### config.mk
export PLATFORM = sky130hd
export DESIGN_NAME = usmc_serial_ctrl
export DESIGN_NICKNAME = d
export VERILOG_FILES = /design/src/design/usmc_serial_ctrl.v
export VERILOG_INCLUDE_DIRS = /design/src /design/src/design
export SDC_FILE = /design/constraint.sdc
export NUM_CORES = 1
export LEC_CHECK = 0
export BUFFER_PORTS_ARGS = -buffer_cell sky130_fd_sc_hd__buf_2
export CORE_MARGIN = 10
export CORE_UTILIZATION = 29
export DETAILED_ROUTE_END_ITERATION = 12
export PLACE_DENSITY_LB_ADDON = 0.25
export SYNTH_ARGS = -nofsm -noshare
export SYNTH_HDL_FRONTEND = slang
export SYNTH_SLANG_ARGS = --single-unit
### constraint.sdc
create_clock -name ref_clk -period 6.55 [get_ports ref_clk]
set_input_delay 0.3275 -clock ref_clk [delete_from_list [all_inputs] [get_ports ref_clk]]
set_output_delay 0.3275 -clock ref_clk [all_outputs]
set_load 0.02 [all_outputs]
### src/design/usmc_consts.vh
// register offsets, field positions, reset values and mode codes of the serial
// transceiver control block; assumes a byte-addressed APB with 32-bit data
`ifndef USMC_CONSTS_VH
`define USMC_CONSTS_VH

// register byte offsets
`define USMC_OFF_CONTROL 8'h00
`define USMC_OFF_MODE 8'h04
`define USMC_OFF_STATUS 8'h08
`define USMC_OFF_DATA 8'h0c
`define USMC_OFF_BAUD 8'h10
`define USMC_OFF_EXT 8'h14

// control register fields
`define USMC_CTL_PARITY_EN 7
`define USMC_CTL_PARITY_ODD 6
`define USMC_CTL_STOP_TWO 5
`define USMC_CTL_CHAR_EIGHT 4
`define USMC_CTL_ADDRESS 3
`define USMC_CTL_CLR_ERR 2
`define USMC_CTL_RX_EN 1
`define USMC_CTL_TX_EN 0

// mode register fields
`define USMC_MOD_MODE_HI 7
`define USMC_MOD_MODE_LO 6
`define USMC_MOD_EXT_DIRECT 5
`define USMC_MOD_EXT_SEL 4
`define USMC_MOD_RESTART 3
`define USMC_MOD_SOFT_RST 2
`define USMC_MOD_CLK_OE 1
`define USMC_MOD_DAT_OE 0

// status register fields
`define USMC_STA_PARITY_ERR 7
`define USMC_STA_OVERRUN 6
`define USMC_STA_FRAMING 5
`define USMC_STA_RX_FULL 4
`define USMC_STA_TX_EMPTY 3
`define USMC_STA_MSB_FIRST 2
`define USMC_STA_RX_IE 1
`define USMC_STA_TX_IE 0

// extension register fields
`define USMC_EXT_SYNC_FRAMING 0

// operating modes
`define USMC_MODE_ASYNC 2'h0
`define USMC_MODE_MULTI 2'h1
`define USMC_MODE_SYNC 2'h2
`define USMC_MODE_LIN 2'h3

// reset values
`define USMC_RST_CONTROL 8'h00
`define USMC_RST_MODE 8'h00
`define USMC_RST_STATUS_CFG 3'h0
`define USMC_RST_BAUD 15'h000f
`define USMC_RST_EXT 1'h0

`endif

### src/design/usmc_serial_ctrl.v
// serial transceiver with mode, control and status registers on APB
// assumes synchronous pin inputs on ref_clk; sclkIn doubles as external clock
//
// Our own choices: register access over APB and the placing of the registers.
`timescale 1ns/10ps
`include "usmc_consts.vh"

// How it works
// - mode field bits 7:6 pick async normal, multiprocessor, synchronous or LIN.
// - control bits 7/6 enable parity and pick odd; mode 0 or framed mode 2.
// - control bit 5 selects two stop bits in modes 0, 1, framed mode 2.
// - control bit 4 picks eight data bits over seven, modes 0 and 1 only.
// - control bit 3 marks address frames, only in multiprocessor mode.
// - writing 1 to clear-errors bit clears receive errors and resets receiver.
// - mode bit 4 picks external clock over internal clock for baud generator.
// - mode bit 5 with bit 4 set uses the external clock directly, bypassing the divider.
// - writing 1 to mode bit 3 restarts the baud generator; bit self-clears.
// - writing 1 to mode bit 2 resets the unit; bit self-clears.
// - mode bit 1 turns the clock pin into a clock output.
// - mode bit 0 turns the data pin into serial data output.
// - status bit 7 flags parity mismatch where parity applies.
// - status bit 6 flags a character completed while receive-full still set.
// - status bit 5 flags missing stop bit in modes 0, 1 and 3.
// - status bit 4 shows a received character is waiting.
// - status bit 3 shows transmit data register empty; one after reset.
// - status bit 2 selects msb-first shifting, not in LIN mode.
// - receive-full with receive interrupt enable raises receive request.
// - transmit-empty with transmit interrupt enable raises transmit request.
module usmc_serial_ctrl (
  // clock and reset
  input wire ref_clk,
  input wire rst,
  // apb slave
  input wire psel,
  input wire penable,
  input wire pwrite,
  input wire [7:0] paddr,
  input wire [31:0] pwdata,
  output reg [31:0] prdata,
  output reg pready,
  output reg pslverr,
  // serial pins
  input wire serialDataIn,
  input wire sclkIn,
  output reg serialDataOut,
  output reg serialDataOutEn,
  output reg sclkOut,
  output reg sclkOutEn,
  // interrupt requests
  output reg rxIrq,
  output reg txIrq
);

  // ************************************************************
  // register state
  // ************************************************************
  reg [7:0] control_q;
  reg [7:0] mode_q;
  reg [2:0] statusCfg_q;
  reg [14:0] baud_q;
  reg ext_q;
  reg [7:0] rxData_q;
  reg [7:0] txData_q;
  reg rxFull_q;
  reg txEmpty_q;
  reg parErr_q;
  reg ovrErr_q;
  reg frmErr_q;
  reg [31:0] rdMux;
  reg addrHit;

  wire setup = psel & ~penable;
  wire access = psel & penable & pready;
  wire wrAcc = access & pwrite;
  wire rdAcc = access & ~pwrite;
  wire wrCtl = wrAcc & (paddr == `USMC_OFF_CONTROL);
  wire wrMod = wrAcc & (paddr == `USMC_OFF_MODE);
  wire wrSta = wrAcc & (paddr == `USMC_OFF_STATUS);
  wire wrDat = wrAcc & (paddr == `USMC_OFF_DATA);
  wire rdDat = rdAcc & (paddr == `USMC_OFF_DATA);
  wire clrErr = wrCtl & pwdata[`USMC_CTL_CLR_ERR];
  wire restart = wrMod & pwdata[`USMC_MOD_RESTART];
  wire unitRst = wrMod & pwdata[`USMC_MOD_SOFT_RST];

  // ************************************************************
  // configuration decode
  // ************************************************************
  wire [1:0] opMode = mode_q[`USMC_MOD_MODE_HI:`USMC_MOD_MODE_LO];
  wire isAsync = (opMode == `USMC_MODE_ASYNC);
  wire isMulti = (opMode == `USMC_MODE_MULTI);
  wire isSync = (opMode == `USMC_MODE_SYNC);
  wire isLin = (opMode == `USMC_MODE_LIN);
  wire framed = ~isSync | ext_q;
  wire parAct = control_q[`USMC_CTL_PARITY_EN] & (isAsync | (isSync & ext_q));
  wire parOdd = control_q[`USMC_CTL_PARITY_ODD];
  wire extraBit = parAct | isMulti;
  wire twoStop = control_q[`USMC_CTL_STOP_TWO] & ~isLin & framed;
  wire eightBit = control_q[`USMC_CTL_CHAR_EIGHT] | isSync | isLin;
  wire msbFirst = statusCfg_q[`USMC_STA_MSB_FIRST] & ~isLin;
  wire rxEn = control_q[`USMC_CTL_RX_EN];
  wire txEn = control_q[`USMC_CTL_TX_EN];
  wire extSel = mode_q[`USMC_MOD_EXT_SEL];
  wire extDirect = mode_q[`USMC_MOD_EXT_DIRECT];
  wire clkMaster = mode_q[`USMC_MOD_CLK_OE];
  wire [3:0] nData = eightBit ? 4'h8 : 4'h7;
  wire [3:0] frmOff = {3'h0, framed};
  wire [3:0] frmLen = frmOff + nData + {3'h0, extraBit} + (framed ? (twoStop ? 4'h2 : 4'h1) : 4'h0);
  wire [7:0] dataMask = eightBit ? 8'hff : 8'h7f;

  // ************************************************************
  // baud generator and external clock edges
  // ************************************************************
  reg sclkPrev_q;
  reg [14:0] bgCnt_q;
  wire sclkRise = sclkIn & ~sclkPrev_q;
  wire sclkFall = ~sclkIn & sclkPrev_q;
  wire baseTick = extSel ? sclkRise : 1'b1;
  wire [14:0] divEff = (extSel & extDirect) ? 15'h0000 : baud_q;
  wire bitTick = baseTick & (bgCnt_q == 15'h0000);

  always @(posedge ref_clk)
  begin
    sclkPrev_q <= sclkIn;
    if (rst | restart | unitRst)
    begin
      bgCnt_q <= divEff;
    end
    else if (bitTick)
    begin
      bgCnt_q <= divEff;
    end
    else if (baseTick)
    begin
      bgCnt_q <= bgCnt_q - 15'h0001;
    end
  end

  // ************************************************************
  // bit order reversal
  // ************************************************************
  wire [7:0] txRev;
  wire [7:0] rxOrd;
  wire [7:0] rxRev;
  wire [7:0] txSrc = eightBit ? txData_q : {txData_q[6:0], 1'b0};
  genvar g;
  generate
    for (g = 0; g < 8; g = g + 1)
    begin : gRev
      assign txRev[g] = txSrc[7 - g];
      assign rxRev[g] = rxOrd[7 - g];
    end
  endgenerate

  // ************************************************************
  // transmit frame assembly
  // ************************************************************
  reg [11:0] txFrm;
  reg [7:0] txOrd;
  integer i;
  always @*
  begin
    txOrd = msbFirst ? txRev : txData_q;
    txFrm = 12'hfff;
    if (framed)
    begin
      txFrm[0] = 1'b0;
    end
    for (i = 0; i < 8; i = i + 1)
    begin
      if (i < nData)
      begin
        txFrm[frmOff + i] = txOrd[i];
      end
    end
    if (isMulti)
    begin
      txFrm[frmOff + nData] = control_q[`USMC_CTL_ADDRESS];
    end
    else if (parAct)
    begin
      txFrm[frmOff + nData] = (^(txData_q & dataMask)) ^ parOdd;
    end
  end

  // ************************************************************
  // transmitter
  // ************************************************************
  reg txBusy_q;
  reg [11:0] txShift_q;
  reg [3:0] txCnt_q;
  wire syncMasterTick = bitTick & clkMaster;
  wire txStep = isSync ? (clkMaster ? (syncMasterTick & (sclkOut | ~txBusy_q)) : sclkFall)
                       : bitTick;
  wire txLoad = txStep & ~(txBusy_q & (txCnt_q != 4'h0)) & ~txEmpty_q & txEn;

  always @(posedge ref_clk)
  begin
    if (rst | unitRst)
    begin
      txBusy_q <= 1'b0;
      txShift_q <= 12'hfff;
      txCnt_q <= 4'h0;
      serialDataOut <= 1'b1;
      sclkOut <= 1'b0;
    end
    else
    begin
      if (isSync & clkMaster & txBusy_q & syncMasterTick)
      begin
        sclkOut <= ~sclkOut;
      end
      else if (~isSync | ~clkMaster)
      begin
        sclkOut <= 1'b0;
      end
      if (txStep)
      begin
        if (txBusy_q & (txCnt_q != 4'h0))
        begin
          serialDataOut <= txShift_q[0];
          txShift_q <= {1'b1, txShift_q[11:1]};
          txCnt_q <= txCnt_q - 4'h1;
        end
        else if (txLoad)
        begin
          serialDataOut <= txFrm[0];
          txShift_q <= {1'b1, txFrm[11:1]};
          txCnt_q <= frmLen - 4'h1;
          txBusy_q <= 1'b1;
        end
        else
        begin
          txBusy_q <= 1'b0;
          if (~isSync)
          begin
            serialDataOut <= 1'b1;
          end
        end
      end
    end
  end

  // ************************************************************
  // receiver
  // ************************************************************
  reg rxBusy_q;
  reg [11:0] rxShift_q;
  reg [3:0] rxCnt_q;
  reg [14:0] rxTimer_q;
  wire syncSample = clkMaster ? (syncMasterTick & ~sclkOut & txBusy_q) : sclkRise;
  wire asyncSample = rxBusy_q & baseTick & (rxTimer_q == 15'h0000);
  wire rxSample = isSync ? syncSample : asyncSample;
  wire [11:0] rxShIn = {serialDataIn, rxShift_q[11:1]};
  wire rxStartA = ~isSync & ~rxBusy_q & ~serialDataIn;
  wire rxStartS = isSync & ~rxBusy_q & syncSample & (~ext_q | ~serialDataIn);
  wire rxLast = rxBusy_q & rxSample & (rxCnt_q == 4'h1);
  wire [11:0] rxFullFrm = rxShIn >> (4'hc - frmLen);
  wire [11:0] rxAl = rxFullFrm >> frmOff;
  assign rxOrd = rxAl[7:0];
  wire [7:0] rxWord = msbFirst ? (eightBit ? rxRev : {1'b0, rxRev[7:1]}) : (rxOrd & dataMask);
  wire rxParBit = rxAl[nData];
  wire rxStopBit = rxAl[nData + {3'h0, extraBit}];
  wire setPar = rxLast & parAct & (rxParBit != ((^(rxOrd & dataMask)) ^ parOdd));
  wire setFrm = rxLast & ~isSync & ~rxStopBit;
  wire setOvr = rxLast & rxFull_q;

  always @(posedge ref_clk)
  begin
    if (rst | unitRst | clrErr | ~rxEn)
    begin
      rxBusy_q <= 1'b0;
      rxShift_q <= 12'h000;
      rxCnt_q <= 4'h0;
      rxTimer_q <= 15'h0000;
    end
    else if (rxStartA)
    begin
      rxBusy_q <= 1'b1;
      rxCnt_q <= frmLen;
      rxTimer_q <= {1'b0, divEff[14:1]};
    end
    else if (rxStartS)
    begin
      rxShift_q <= rxShIn;
      rxCnt_q <= frmLen - 4'h1;
      rxBusy_q <= (frmLen != 4'h1);
    end
    else if (rxBusy_q)
    begin
      if (~isSync & baseTick)
      begin
        rxTimer_q <= (rxTimer_q == 15'h0000) ? divEff : rxTimer_q - 15'h0001;
      end
      if (rxSample)
      begin
        rxShift_q <= rxShIn;
        rxCnt_q <= rxCnt_q - 4'h1;
        if (rxLast)
        begin
          rxBusy_q <= 1'b0;
        end
        else if (~isSync & (rxCnt_q == frmLen) & serialDataIn)
        begin
          rxBusy_q <= 1'b0;
        end
      end
    end
  end

  // ************************************************************
  // registers and flags
  // ************************************************************
  always @(posedge ref_clk)
  begin
    if (rst)
    begin
      control_q <= `USMC_RST_CONTROL;
      mode_q <= `USMC_RST_MODE;
      statusCfg_q <= `USMC_RST_STATUS_CFG;
      baud_q <= `USMC_RST_BAUD;
      ext_q <= `USMC_RST_EXT;
      txData_q <= 8'h00;
      rxData_q <= 8'h00;
      txEmpty_q <= 1'b1;
      rxFull_q <= 1'b0;
      parErr_q <= 1'b0;
      ovrErr_q <= 1'b0;
      frmErr_q <= 1'b0;
    end
    else
    begin
      if (wrCtl)
      begin
        control_q <= pwdata[7:0] & 8'hfb;
      end
      if (wrMod)
      begin
        mode_q <= pwdata[7:0] & 8'hf3;
      end
      if (wrSta)
      begin
        statusCfg_q <= pwdata[2:0];
      end
      if (wrAcc & (paddr == `USMC_OFF_BAUD))
      begin
        baud_q <= pwdata[14:0];
      end
      if (wrAcc & (paddr == `USMC_OFF_EXT))
      begin
        ext_q <= pwdata[`USMC_EXT_SYNC_FRAMING];
      end
      if (unitRst)
      begin
        txEmpty_q <= 1'b1;
        rxFull_q <= 1'b0;
        parErr_q <= 1'b0;
        ovrErr_q <= 1'b0;
        frmErr_q <= 1'b0;
      end
      else
      begin
        if (wrDat)
        begin
          txData_q <= pwdata[7:0];
        end
        txEmpty_q <= txLoad | (txEmpty_q & ~wrDat);
        rxFull_q <= rxLast | (rxFull_q & ~rdDat);
        if (rxLast & ~rxFull_q)
        begin
          rxData_q <= rxWord;
        end
        parErr_q <= setPar | (parErr_q & ~clrErr);
        ovrErr_q <= setOvr | (ovrErr_q & ~clrErr);
        frmErr_q <= setFrm | (frmErr_q & ~clrErr);
      end
    end
  end

  // ************************************************************
  // pins and interrupt requests
  // ************************************************************
  always @(posedge ref_clk)
  begin
    if (rst)
    begin
      serialDataOutEn <= 1'b0;
      sclkOutEn <= 1'b0;
      rxIrq <= 1'b0;
      txIrq <= 1'b0;
    end
    else
    begin
      serialDataOutEn <= mode_q[`USMC_MOD_DAT_OE];
      sclkOutEn <= mode_q[`USMC_MOD_CLK_OE];
      rxIrq <= rxFull_q & statusCfg_q[`USMC_STA_RX_IE];
      txIrq <= txEmpty_q & statusCfg_q[`USMC_STA_TX_IE];
    end
  end

  // ************************************************************
  // apb read path and answer
  // ************************************************************
  always @*
  begin
    rdMux = 32'h00000000;
    addrHit = 1'b1;
    case (paddr)
      `USMC_OFF_CONTROL: rdMux[7:0] = control_q;
      `USMC_OFF_MODE: rdMux[7:0] = mode_q;
      `USMC_OFF_STATUS: rdMux[7:0] = {parErr_q, ovrErr_q, frmErr_q, rxFull_q, txEmpty_q,
                                      statusCfg_q};
      `USMC_OFF_DATA: rdMux[7:0] = rxData_q;
      `USMC_OFF_BAUD: rdMux[14:0] = baud_q;
      `USMC_OFF_EXT: rdMux[0] = ext_q;
      default: addrHit = 1'b0;
    endcase
  end

  always @(posedge ref_clk)
  begin
    if (rst)
    begin
      prdata <= 32'h00000000;
      pready <= 1'b0;
      pslverr <= 1'b0;
    end
    else
    begin
      pready <= setup;
      pslverr <= setup & ~addrHit;
      if (setup)
      begin
        prdata <= rdMux;
      end
    end
  end

endmodule // usmc_serial_ctrl

; ---- Word level (Yosys, flattened, before mapping)
; Cells that the tools add are included.
[word_totals]
latch_bits = 0
mem_count = 0
inputBits = 47
register_bits = 141
output_inout_bits = 40
elab_cells = 328
mem_bits_ro = 0
mem_bits_rw = 0
[op_classes]
n_mux = 92
n_lt_le_gt_ge = 28
div_mod_pow = 0
n_addsub = 17
bitwise_logic = 107
eq_ne = 14
n_shift = 2
multipliers = 0
reduce_logical = 37
[ops]
columns = op, count
row1 = $mux 12, 15
row2 = $bwmux 12, 10
row3 = $mux 15, 5
row4 = $and 1x1->1, 61
row5 = $mux 14, 4
row6 = $mux 8, 5
row7 = $lt 4x5->1 const B, 7
row8 = $pmux 7 s5, 1
row9 = $demux 1 s4, 8
row10 = $logic_not 15->1, 2
row11 = $mux 1, 30
row12 = $sub 15x1->15 const B, 2
row13 = $mux 4, 7
row14 = $not 1->1, 24
row15 = $ge 4x1->1 const B, 5
row16 = $or 1x1->1, 18
row17 = $add 1x3->4 const B, 4
row18 = $and 8x8->8, 2
row19 = $eq 8x4->1 const B, 2
row20 = $eq 8x5->1 const B, 2
row21 = $lt 3x4->1 const A, 4
row22 = $reduce_xor 8->1, 2
row23 = $reduce_and 2->1, 6
row24 = $reduce_bool 2->1, 6
row25 = 40 further kinds, 65

; ---- Logic depth before layout (Yosys ltp)
; Gate-level depths: netlist of run 1.
[logic_depth]
ltp_word = 28
mapped_depth = 21
depth_no_buf = 18

; ---- Worst setup path after synthesis of run 1
; OpenSTA, ideal clock, no wires.
[synth_path]
kind = register -> register
start = register mode_q[6]
end = register parErr_q
setup_time_ps = 69
slack_ps = 1436
n_path_buf = 6
stages_incl_launch_ff = 20
arrival_ps = 5045
period_less_slack_ps = 5114
required_time_ps = 6481
path_cell_list = dfxtp_1 -> clkbuf_1 -> or3b_2 -> buf_2 -> buf_1 -> ha_1 -> fa_1 -> buf_2 -> clkinv_1 -> ha_1 -> buf_2 -> buf_2 -> mux2i_1 -> mux2i_1 -> mux4_2 -> and2_4 -> xnor2_2 -> xnor2_1 -> xnor3_1 -> o21ai_1
[synth_between]
elab_chain_cells = 16
word_cells_on_any_way = 37
cone_classes = add/sub: 4 / eq/ne: 4 / shift: 2 / mux: 7 / bitwise: 18 / reduce/logical: 2
[synth_lines]
columns = element, line_no
row1 = from (decl), usmc_serial_ctrl.v:58  ; reg [7:0] mode_q;
row2 = from (signal assigned), usmc_serial_ctrl.v:318  ; mode_q <= `USMC_RST_MODE;
row3 = from (signal assigned), usmc_serial_ctrl.v:338  ; mode_q <= pwdata[7:0] & 8'hf3;
row4 = "parallel branches: the longest is 14 deep, another holds $add 1x4->4", -
row5 = $and 1x1->1 *, usmc_serial_ctrl.v:263  ; wire setPar = rxLast & parAct & (rxParBit != ((^(rxOrd & dataMask)) ^ parOdd));
row6 = $or 1x1->1 *, usmc_serial_ctrl.v:372  ; parErr_q <= setPar | (parErr_q & ~clrErr);
row7 = to (signal assigned), usmc_serial_ctrl.v:372
row8 = to (decl), usmc_serial_ctrl.v:66  ; reg parErr_q;
; Mark *: on every way between the ends. The select of a mux whose other input is x is not followed.
; A chain may end at the register's enable or synchronous reset.

; ---- Worst setup path in the final report of run 1
[layout_path]
start = register ext_q
end = register parErr_q
[layout_between]
elab_chain_cells = 15
word_cells_on_any_way = 23
cone_classes = add/sub: 4 / eq/ne: 1 / shift: 2 / mux: 4 / bitwise: 11 / reduce/logical: 1
[layout_lines]
columns = element, line_no
row1 = from (decl), usmc_serial_ctrl.v:61  ; reg ext_q;
row2 = from (signal assigned), usmc_serial_ctrl.v:321  ; ext_q <= `USMC_RST_EXT;
row3 = from (signal assigned), usmc_serial_ctrl.v:350  ; ext_q <= pwdata[`USMC_EXT_SYNC_FRAMING];
row4 = "parallel branches: the longest is 13 deep, another holds $add 1x4->4", -
row5 = $and 1x1->1 *, usmc_serial_ctrl.v:263
row6 = $or 1x1->1 *, usmc_serial_ctrl.v:372
; Marks and branches as above.

==> impl_metrics.py, run 1 <==
metrics = {
    "worst_setup_path": {
        "start_kind": "flop",
        "r2r_start": "ext_q$_SDFFE_PP0P_",
        "cpMaxStageDelayCell": "ha_1",
        "crit_arrival_ns": 5.77,
        "crit_fanout": 19,
        "cp.required_ns": 6.91,
        "critPathCaptureType": "flop",
        "startpoint": "ext_q$_SDFFE_PP0P_",
        "critPathMaxStageDelay_ns": 0.79,
        "cp_common_cell": "ha_1",
        "path_cells": "or3b_2 -> ha_1 -> fa_1 -> clkinv_1 -> ha_1 -> mux2_2 -> mux2i_1 -> inv_1 -> mux4_2 -> and2_4 -> xnor2_2 -> xnor2_1 -> xnor3_1 -> o21ai_1",
        "worstSetupPathType": "flop to flop",
    },
    "floorplan": {
        "die_y_um": 191,
        "die_area_sq_um": 36300,
        "io_pins": 87,
        "die_w_um": 191,
        "start_util": 0.294,
        "core_sq_um": 28700,
        "rows": 62,
    },
    "pwr": {
        "power_frac_clock": 0.507,
        "power.internal_w": 0.00150,
        "ir_worst_vdd_mv": 0.182,
        "swShare": 0.236,
        "leakagePower_nw": 3.53,
        "p_switching_w": 0.000464,
        "p_total_w": 0.00196,
        "seq_power_share": 0.445,
        "combPwrFrac": 0.048,
        "p_per_area_nw_per_um2": 207,
    },
    "grt": {
        "grt_max_degree": 72,
        "overflow": 0,
        "use_met1": 0.176,
        "grt_pass1_vias": 7007,
        "antenna_found_initial": 0,
        "busiest_layer": "met2",
        "grt_usage": 0.135,
        "use_met2": 0.217,
        "use_met3": 0.0274,
        "grt_pass1_wl_um": 38800,
    },
    "cells_and_area": {
        "drive_gt1_frac": 0.121,
        "mostFrequentLayoutCells": "nand2_1 (163), dfxtp_1 (124), a21oi_1 (115)",
        "n_antenna_cell": 0,
        "layout_commonest_cell": "nand2_1",
        "nFillCells": 3087,
        "fin_area_sq_um": 9490,
        "synthToLayoutAreaGrowth_pct": 12.5,
        "nets": 1133,
        "fin_util": 0.331,
    },
    "synth": {
        "synth_top_area_frac": 0.294,
        "async_reset_ff_frac": 0,
        "syn_area_sq_um": 8430,
        "yosysSeqAreaShare": 0.348,
        "synth_top_area_cell": "dfxtp_1",
        "ys_types": 78,
        "synth_top_flop_cell": "dfxtp_1",
        "ys_top_cells_by_area": "dfxtp_1 (29%), nand2_1 (7.3%), a21oi_1 (6.8%), mux2i_1 (6.2%), edfxtp_1 (5.3%)",
        "synth_seq_cells": 139,
        "synth-edff-count": 15,
        "synth.avg_cell_area_sq_um": 7.97,
        "synth_warnings": 0,
        "syn_inst": 1058,
    },
    "route": {
        "dr.pass1.iters": 8,
        "viasPerCell": 5.02,
        "drt_iter0_drc": 499,
        "ant_nets": 0,
        "wl_per_cell_um": 16.8,
        "drcViolationCount": 0,
        "route.vias.total": 7362,
        "drt-total-wl_um": 24600,
    },
    "cts": {
        "cts_sinks": 139,
        "hold_buffers": 1,
        "cts_resized": 0,
        "cts_buffer_depth": 2,
        "post_cts_buffers": 0,
        "cts_buffers": 17,
        "cts-root-buf": "clkbuf_16",
        "path_clk_slew_ns": 0.06,
        "htreeDepth": 4,
        "clk_latency_ns": 0.44,
        "cts_tree": "done",
    },
    "status": {
        "status": "completed",
    },
    "sta": {
        "fin_ws_ns": 1.14,
        "hold_viol": 0,
        "fin_crit_sh": 0.825,
        "worstMarginPinSlew_ns": 1.07,
        "setup_viol": 0,
        "fin_skew_ns": 0.0133,
        "rsz0062_at_grt": "false",
        "tns_ns": 0,
        "drv_slew": 0,
        "period_minus_slack_ns": 5.41,
        "max_clock_freq_mhz": 185,
        "slew-limit-headroom": 0.286,
    },
    "hold_path": {
        "min_from": "pwdata[9]",
        "holdCritPathClass": "input port to flop",
    },
    "flow_run": {
        "cap_viol_max_count": 0,
    },
    "placed_design": {
        "gp_congestion": 0.852,
        "preCtsSetupSlack_ns": 1.15,
        "io_buffers": 52,
        "hpwl_um": 17800,
        "placed_cell_area_sq_um": 8880,
    },
}
-- layout make-up --
cell class,count,area [sq um],area share
clock inverter,8,108,0.0113
tap,384,480,0.0506
inverter,24,90.1,0.00949
multi-input combinational,825,5040,0.532
timing repair buffer,63,345,0.0364
sequential,139,2930,0.309
clock buffer,23,489,0.0515
-- flip-flops by register name, summed over array words and instances (netlist names), 4 cells and up --
signal / count
rxShift_q: 11
prdata: 15
rxCnt_q: 4
bgCnt_q: 15
mode_q: 6
txShift_q: 11
rxData_q: 8
txCnt_q: 4
rxTimer_q: 15
txData_q: 8
control_q: 7
baud_q: 15
-- final timing paths --
check                             to  slack (ns)  cells past startpoint
max reg2reg      parErr_q$_SDFF_PP0_        1.14                     14
max              parErr_q$_SDFF_PP0_        1.14                     14
min reg2reg  prdata[14]$_SDFFE_PP0P_        0.45                      2
min           baud_q[9]$_SDFFE_PP0P_        0.13                      3
-- worst max-delay path: cells and delay by family (launching register included) --
family / cells / cell delay (ns)
adders and majority gates: 3 / 1.84
muxes: 3 / 1.09
and+or+nand+nor: 2 / 0.90
xor gates and xnor gates: 3 / 0.67
DFF: 1 / 0.39
buffers and inverters: 2 / 0.31
AOI/OAI and AO/OA: 1 / 0.13
-- kinds of logic (layout without fill, tap and decap cells) --
logic type                 count (synthesis)  in the layout  share of synthesized area
adders and majority gates                 16             16                     0.0246
DFF                                      139            139                      0.348
muxes                                     66             66                     0.0862
xor gates and xnor gates                  46             46                     0.0519
buffers and inverters                    110            118                     0.0613
other                                      1             17                   0.000445
and+or+nand+nor                          420            420                      0.233
AOI/OAI and AO/OA                        260            260                      0.195
-- stage by stage --
stage	hold WS, ns	std cells
final	0.131	1466
after global placement	0.431	1434
after detailed placement	0.443	1434
after global routing	0.124	1466
after CTS	0.110	1466
after floorplan	0.355	1074
-- per-layer routing --
| metal | vias to the layer above | share of wire |
|---|---|---|
| li1 | 3724 | - |
| met1 | 3489 | 0.47 |
| met2 | 129 | 0.47 |
| met3 | 20 | 0.041 |
| met4 | 0 | 0.015 |
| met5 | - | 0 |
-- synth_stat cells (all sizes together) (11+ instances only) --
| master | number |
|---|---|
| a211oi | 21 |
| a21oi | 116 |
| buf | 38 |
| clkbuf | 48 |
| dfxtp | 124 |
| edfxtp | 15 |
| ha | 15 |
| inv | 22 |
| mux2i | 52 |
| nand2 | 163 |
| nand2b | 11 |
| nand3 | 40 |
| nor2 | 113 |
| nor3 | 23 |
| o211ai | 14 |
| o21ai | 43 |
| xnor2 | 33 |
| xor2 | 11 |
-- power groups by stage --
stage	Clock (W)	Combinational (W)	Sequential, W
final	0.000996	0.0000945	0.000874
after global routing	0.00105	0.000103	0.000875
after CTS	0.00102	0.0000946	0.000874
after detailed placement	0	0.0000936	0.000893
after global placement	0	0.0000940	0.000893
after floorplan	0	0.0000657	0.000896
(Power assumes the default switching activity.)
==> inputs of run 2 (changes only) <==
--- a/config.mk
+++ b/config.mk
@@ -6,6 +6,7 @@
 export SDC_FILE = /design/constraint.sdc
 export NUM_CORES = 1
 export LEC_CHECK = 0
+export ABC_AREA = 1
 export BUFFER_PORTS_ARGS = -buffer_cell sky130_fd_sc_hd__buf_2
 export CORE_MARGIN = 10
 export CORE_UTILIZATION = 29
==> constraint.sdc (replaced) <==
create_clock -name ref_clk -period 5.15 [get_ports ref_clk]
set_input_delay 0.2575 -clock ref_clk [delete_from_list [all_inputs] [get_ports ref_clk]]
set_output_delay 0.2575 -clock ref_clk [all_outputs]
set_load 0.02 [all_outputs]
==> run 2 against run 1 <==
Net effect: cell count grew 15%; clock skew grew 0.0028 ns; maximum frequency grew 21%; synthesized cell count grew 18%; die area is 1.4% higher; register-to-register slack lost 0.47 ns; sequential cell count unchanged; critical path type unchanged; largest power group unchanged.
==> impl_metrics.py, run 2 <==
metrics = {
    "worst_setup_path": {
        "r2r_slack_ns": 0.68,
        "cp.depth": 25,
        "crit_arrival_ns": 4.82,
        "cp.required_ns": 5.50,
        "path_buf_inv": 5,
        "critPathMaxStageDelay_ns": 0.48,
        "r2r_start": "mode_q[7]$_SDFFE_PP0P_",
        "r2r-end": "parErr_q$_SDFF_PP0_",
        "startpoint": "mode_q[7]$_SDFFE_PP0P_",
        "reg2regPathDepth": 25,
        "cp_common_cell": "nand2_1",
        "start_kind": "flop",
        "cpMaxStageDelayCell": "nor3_1",
        "critPathCaptureType": "flop",
        "critPathCapture": "parErr_q$_SDFF_PP0_",
        "crit_fanout": 13,
        "crit_family": "simple AND/OR/NAND/NOR gates",
        "worstSetupPathType": "flop to flop",
    },
    "flow_run": {
        "cap_viol_max_count": 0,
    },
    "sta": {
        "rsz0062_at_grt": "false",
        "max_clock_freq_mhz": 224,
        "fin_skew_ns": 0.0162,
        "setup_viol": 0,
        "period_minus_slack_ns": 4.47,
        "tns_ns": 0,
        "drv_slew": 0,
        "whs_ns": 0.0317,
        "slew-limit-headroom": 0.323,
        "hold_viol": 0,
        "fin_ws_ns": 0.676,
        "fin_crit_sh": 0.869,
        "worstMarginPinSlew_ns": 1.01,
    },
    "status": {
        "status": "completed",
    },
    "synth": {
        "synth-edff-count": 15,
        "synth_top_area_frac": 0.290,
        "synth_fa_ha_area_frac": 0.0243,
        "synthMuxAreaShare": 0.00234,
        "yosysSeqAreaShare": 0.343,
        "synth_top_flop_cell": "dfxtp_1",
        "synth_seq_cells": 139,
        "synthTopCellsByCount": "nand2_1 (255), o21ai_0 (142), inv_1 (135), dfxtp_1 (124), a21oi_1 (113)",
        "synth_compound_area_frac": 0.231,
        "syn_area_sq_um": 8560,
        "ys_types": 56,
        "async_reset_ff_frac": 0,
        "synth_top_family_by_area": "simple AND/OR/NAND/NOR gates",
        "ys_top_cells_by_area": "dfxtp_1 (29%), nand2_1 (11%), o21ai_0 (8.3%), a21oi_1 (6.6%), inv_1 (5.9%)",
        "synth_warnings": 0,
        "synthXorXnorAreaFrac": 0.0419,
        "syn_inst": 1248,
        "synth.most_common_cell": "nand2_1",
        "synthSimpleGateAreaFrac": 0.256,
        "synth.avg_cell_area_sq_um": 6.86,
        "synth_top_area_cell": "dfxtp_1",
    },
    "grt": {
        "grt_max_degree": 62,
        "overflow": 0,
        "grt_usage": 0.142,
        "grt_pass1_vias": 7678,
        "grt_pass1_wl_um": 42000,
        "antenna_found_initial": 0,
    },
    "placed_design": {
        "hpwl_um": 19800,
        "io_buffers": 52,
        "preCtsSetupSlack_ns": 0.719,
        "gp_congestion": 0.889,
    },
    "route": {
        "drt_iter0_drc": 497,
        "drcViolationCount": 0,
        "drt-total-wl_um": 26200,
        "ant_nets": 0,
        "dr.pass1.iters": 5,
        "wl_per_cell_um": 15.6,
        "viasPerCell": 4.89,
        "route.vias.total": 8224,
    },
    "floorplan": {
        "io_pins": 87,
        "rows": 62,
        "core_sq_um": 28900,
        "die_w_um": 192,
        "die_y_um": 192,
        "start_util": 0.296,
        "die_area_sq_um": 36800,
    },
    "cells_and_area": {
        "n_antenna_cell": 0,
        "layout_commonest_cell": "nand2_1",
        "mostFrequentLayoutCells": "nand2_1 (255), o21ai_0 (142), inv_1 (135)",
        "fin_util": 0.337,
        "drive_gt1_frac": 0.112,
        "nets": 1349,
        "synthToLayoutAreaGrowth_pct": 14.0,
    },
    "cts": {
        "cts_buffers": 17,
        "clk_latency_ns": 0.44,
        "cts_buffer_depth": 2,
        "path_clk_slew_ns": 0.07,
        "cts_resized": 0,
        "htreeDepth": 4,
        "cts-root-buf": "clkbuf_16",
        "hold_buffers": 0,
        "cts_tree": "done",
        "post_cts_buffers": 0,
        "cts_sinks": 139,
    },
    "pwr": {
        "p_switching_w": 0.000626,
        "combPwrFrac": 0.045,
        "ir_worst_vdd_mv": 0.185,
        "power.internal_w": 0.00192,
        "power_frac_clock": 0.520,
        "swShare": 0.246,
        "leakagePower_nw": 3.94,
        "p_per_area_nw_per_um2": 261,
        "seq_power_share": 0.435,
    },
    "hold_path": {
        "holdCritPathClass": "input port to flop",
    },
}
run 2: changes by cell type in the layout (fill, tap and decap cells not counted), sizes merged, moves of 10 or more:
cell	change
xor2	+12
o211ai	+11
mux2	-10
nand4	+14
o21ai	+105
a31oi	+13
nand3	+16
nand2	+111
nand2b	-11
a211oi	-19
mux2i	-50
inv	+129
xnor2	-15
run 2: power by group through the flow:
stage | Sequential (W) | Clock (W) | Combinational (W)
finish | 0.00111 | 0.00133 | 0.000114
global route | 0.00111 | 0.00140 | 0.000126
CTS | 0.00111 | 0.00134 | 0.000114
detailed placement | 0.00113 | 0 | 0.000113
global placement | 0.00113 | 0 | 0.000112
floorplan | 0.00114 | 0 | 0.0000728
run 2: metrics by stage:
stage	power, W	cells	area (sq um)
3_5_place_dp	0.00125	1651	9150
4_1_cts	0.00257	1682	9760
3_3_place_gp	0.00125	1651	9150
5_1_grt	0.00263	1682	9760
2_1_floorplan	0.00121	1264	8620
6_report	0.00255	1682	9760
run 2: cell type report:
type	instances	area, sq um
fillers	3170	19200
multi-input cells	918	4830
clock inverters	13	176
well taps	384	480
repair buffers	64	350
inverters	146	548
flip-flops and latches	139	2930
clock buffers	18	439
run 2: worst register-to-register path: cells and delay by family, from the launching register on:
family                     cells  cell delay, ns
buffers and inverters          5            0.63
AOI/OAI and AO/OA              2            0.48
adders and majority gates      3            1.03
DFF                            1            0.38
and+or+nand+nor               15            1.87
run 2: cell families after synthesis:
family,Yosys count
xor+xnor,41
other cells,1
mux,2
simple gates,490
fa+ha+maj,16
buf+inv,207
flops,139
compound gates,352
run 2: routing by layer:
metal	GRT usage	share of wire
met1	0.191	0.48
met5	0	0
met4	0.0346	0.0092
met3	0.0230	0.037
met2	0.232	0.47
run 2: worst min path at each step:
stage / cells after the start / slack [ns] / end / start
after CTS: 1 / 0.02 / sclkPrev_q$_DFF_P_ / sclkIn
after detailed placement: 2 / 0.45 / txShift_q[10]$_SDFFE_PP1P_ / txShift_q[10]$_SDFFE_PP1P_
after global routing: 1 / 0.02 / sclkPrev_q$_DFF_P_ / sclkIn
final: 1 / 0.03 / sclkPrev_q$_DFF_P_ / sclkIn
after floorplan: 0 / 0.29 / sclkPrev_q$_DFF_P_ / sclkIn
after global placement: 2 / 0.44 / txShift_q[10]$_SDFFE_PP1P_ / txShift_q[10]$_SDFFE_PP1P_
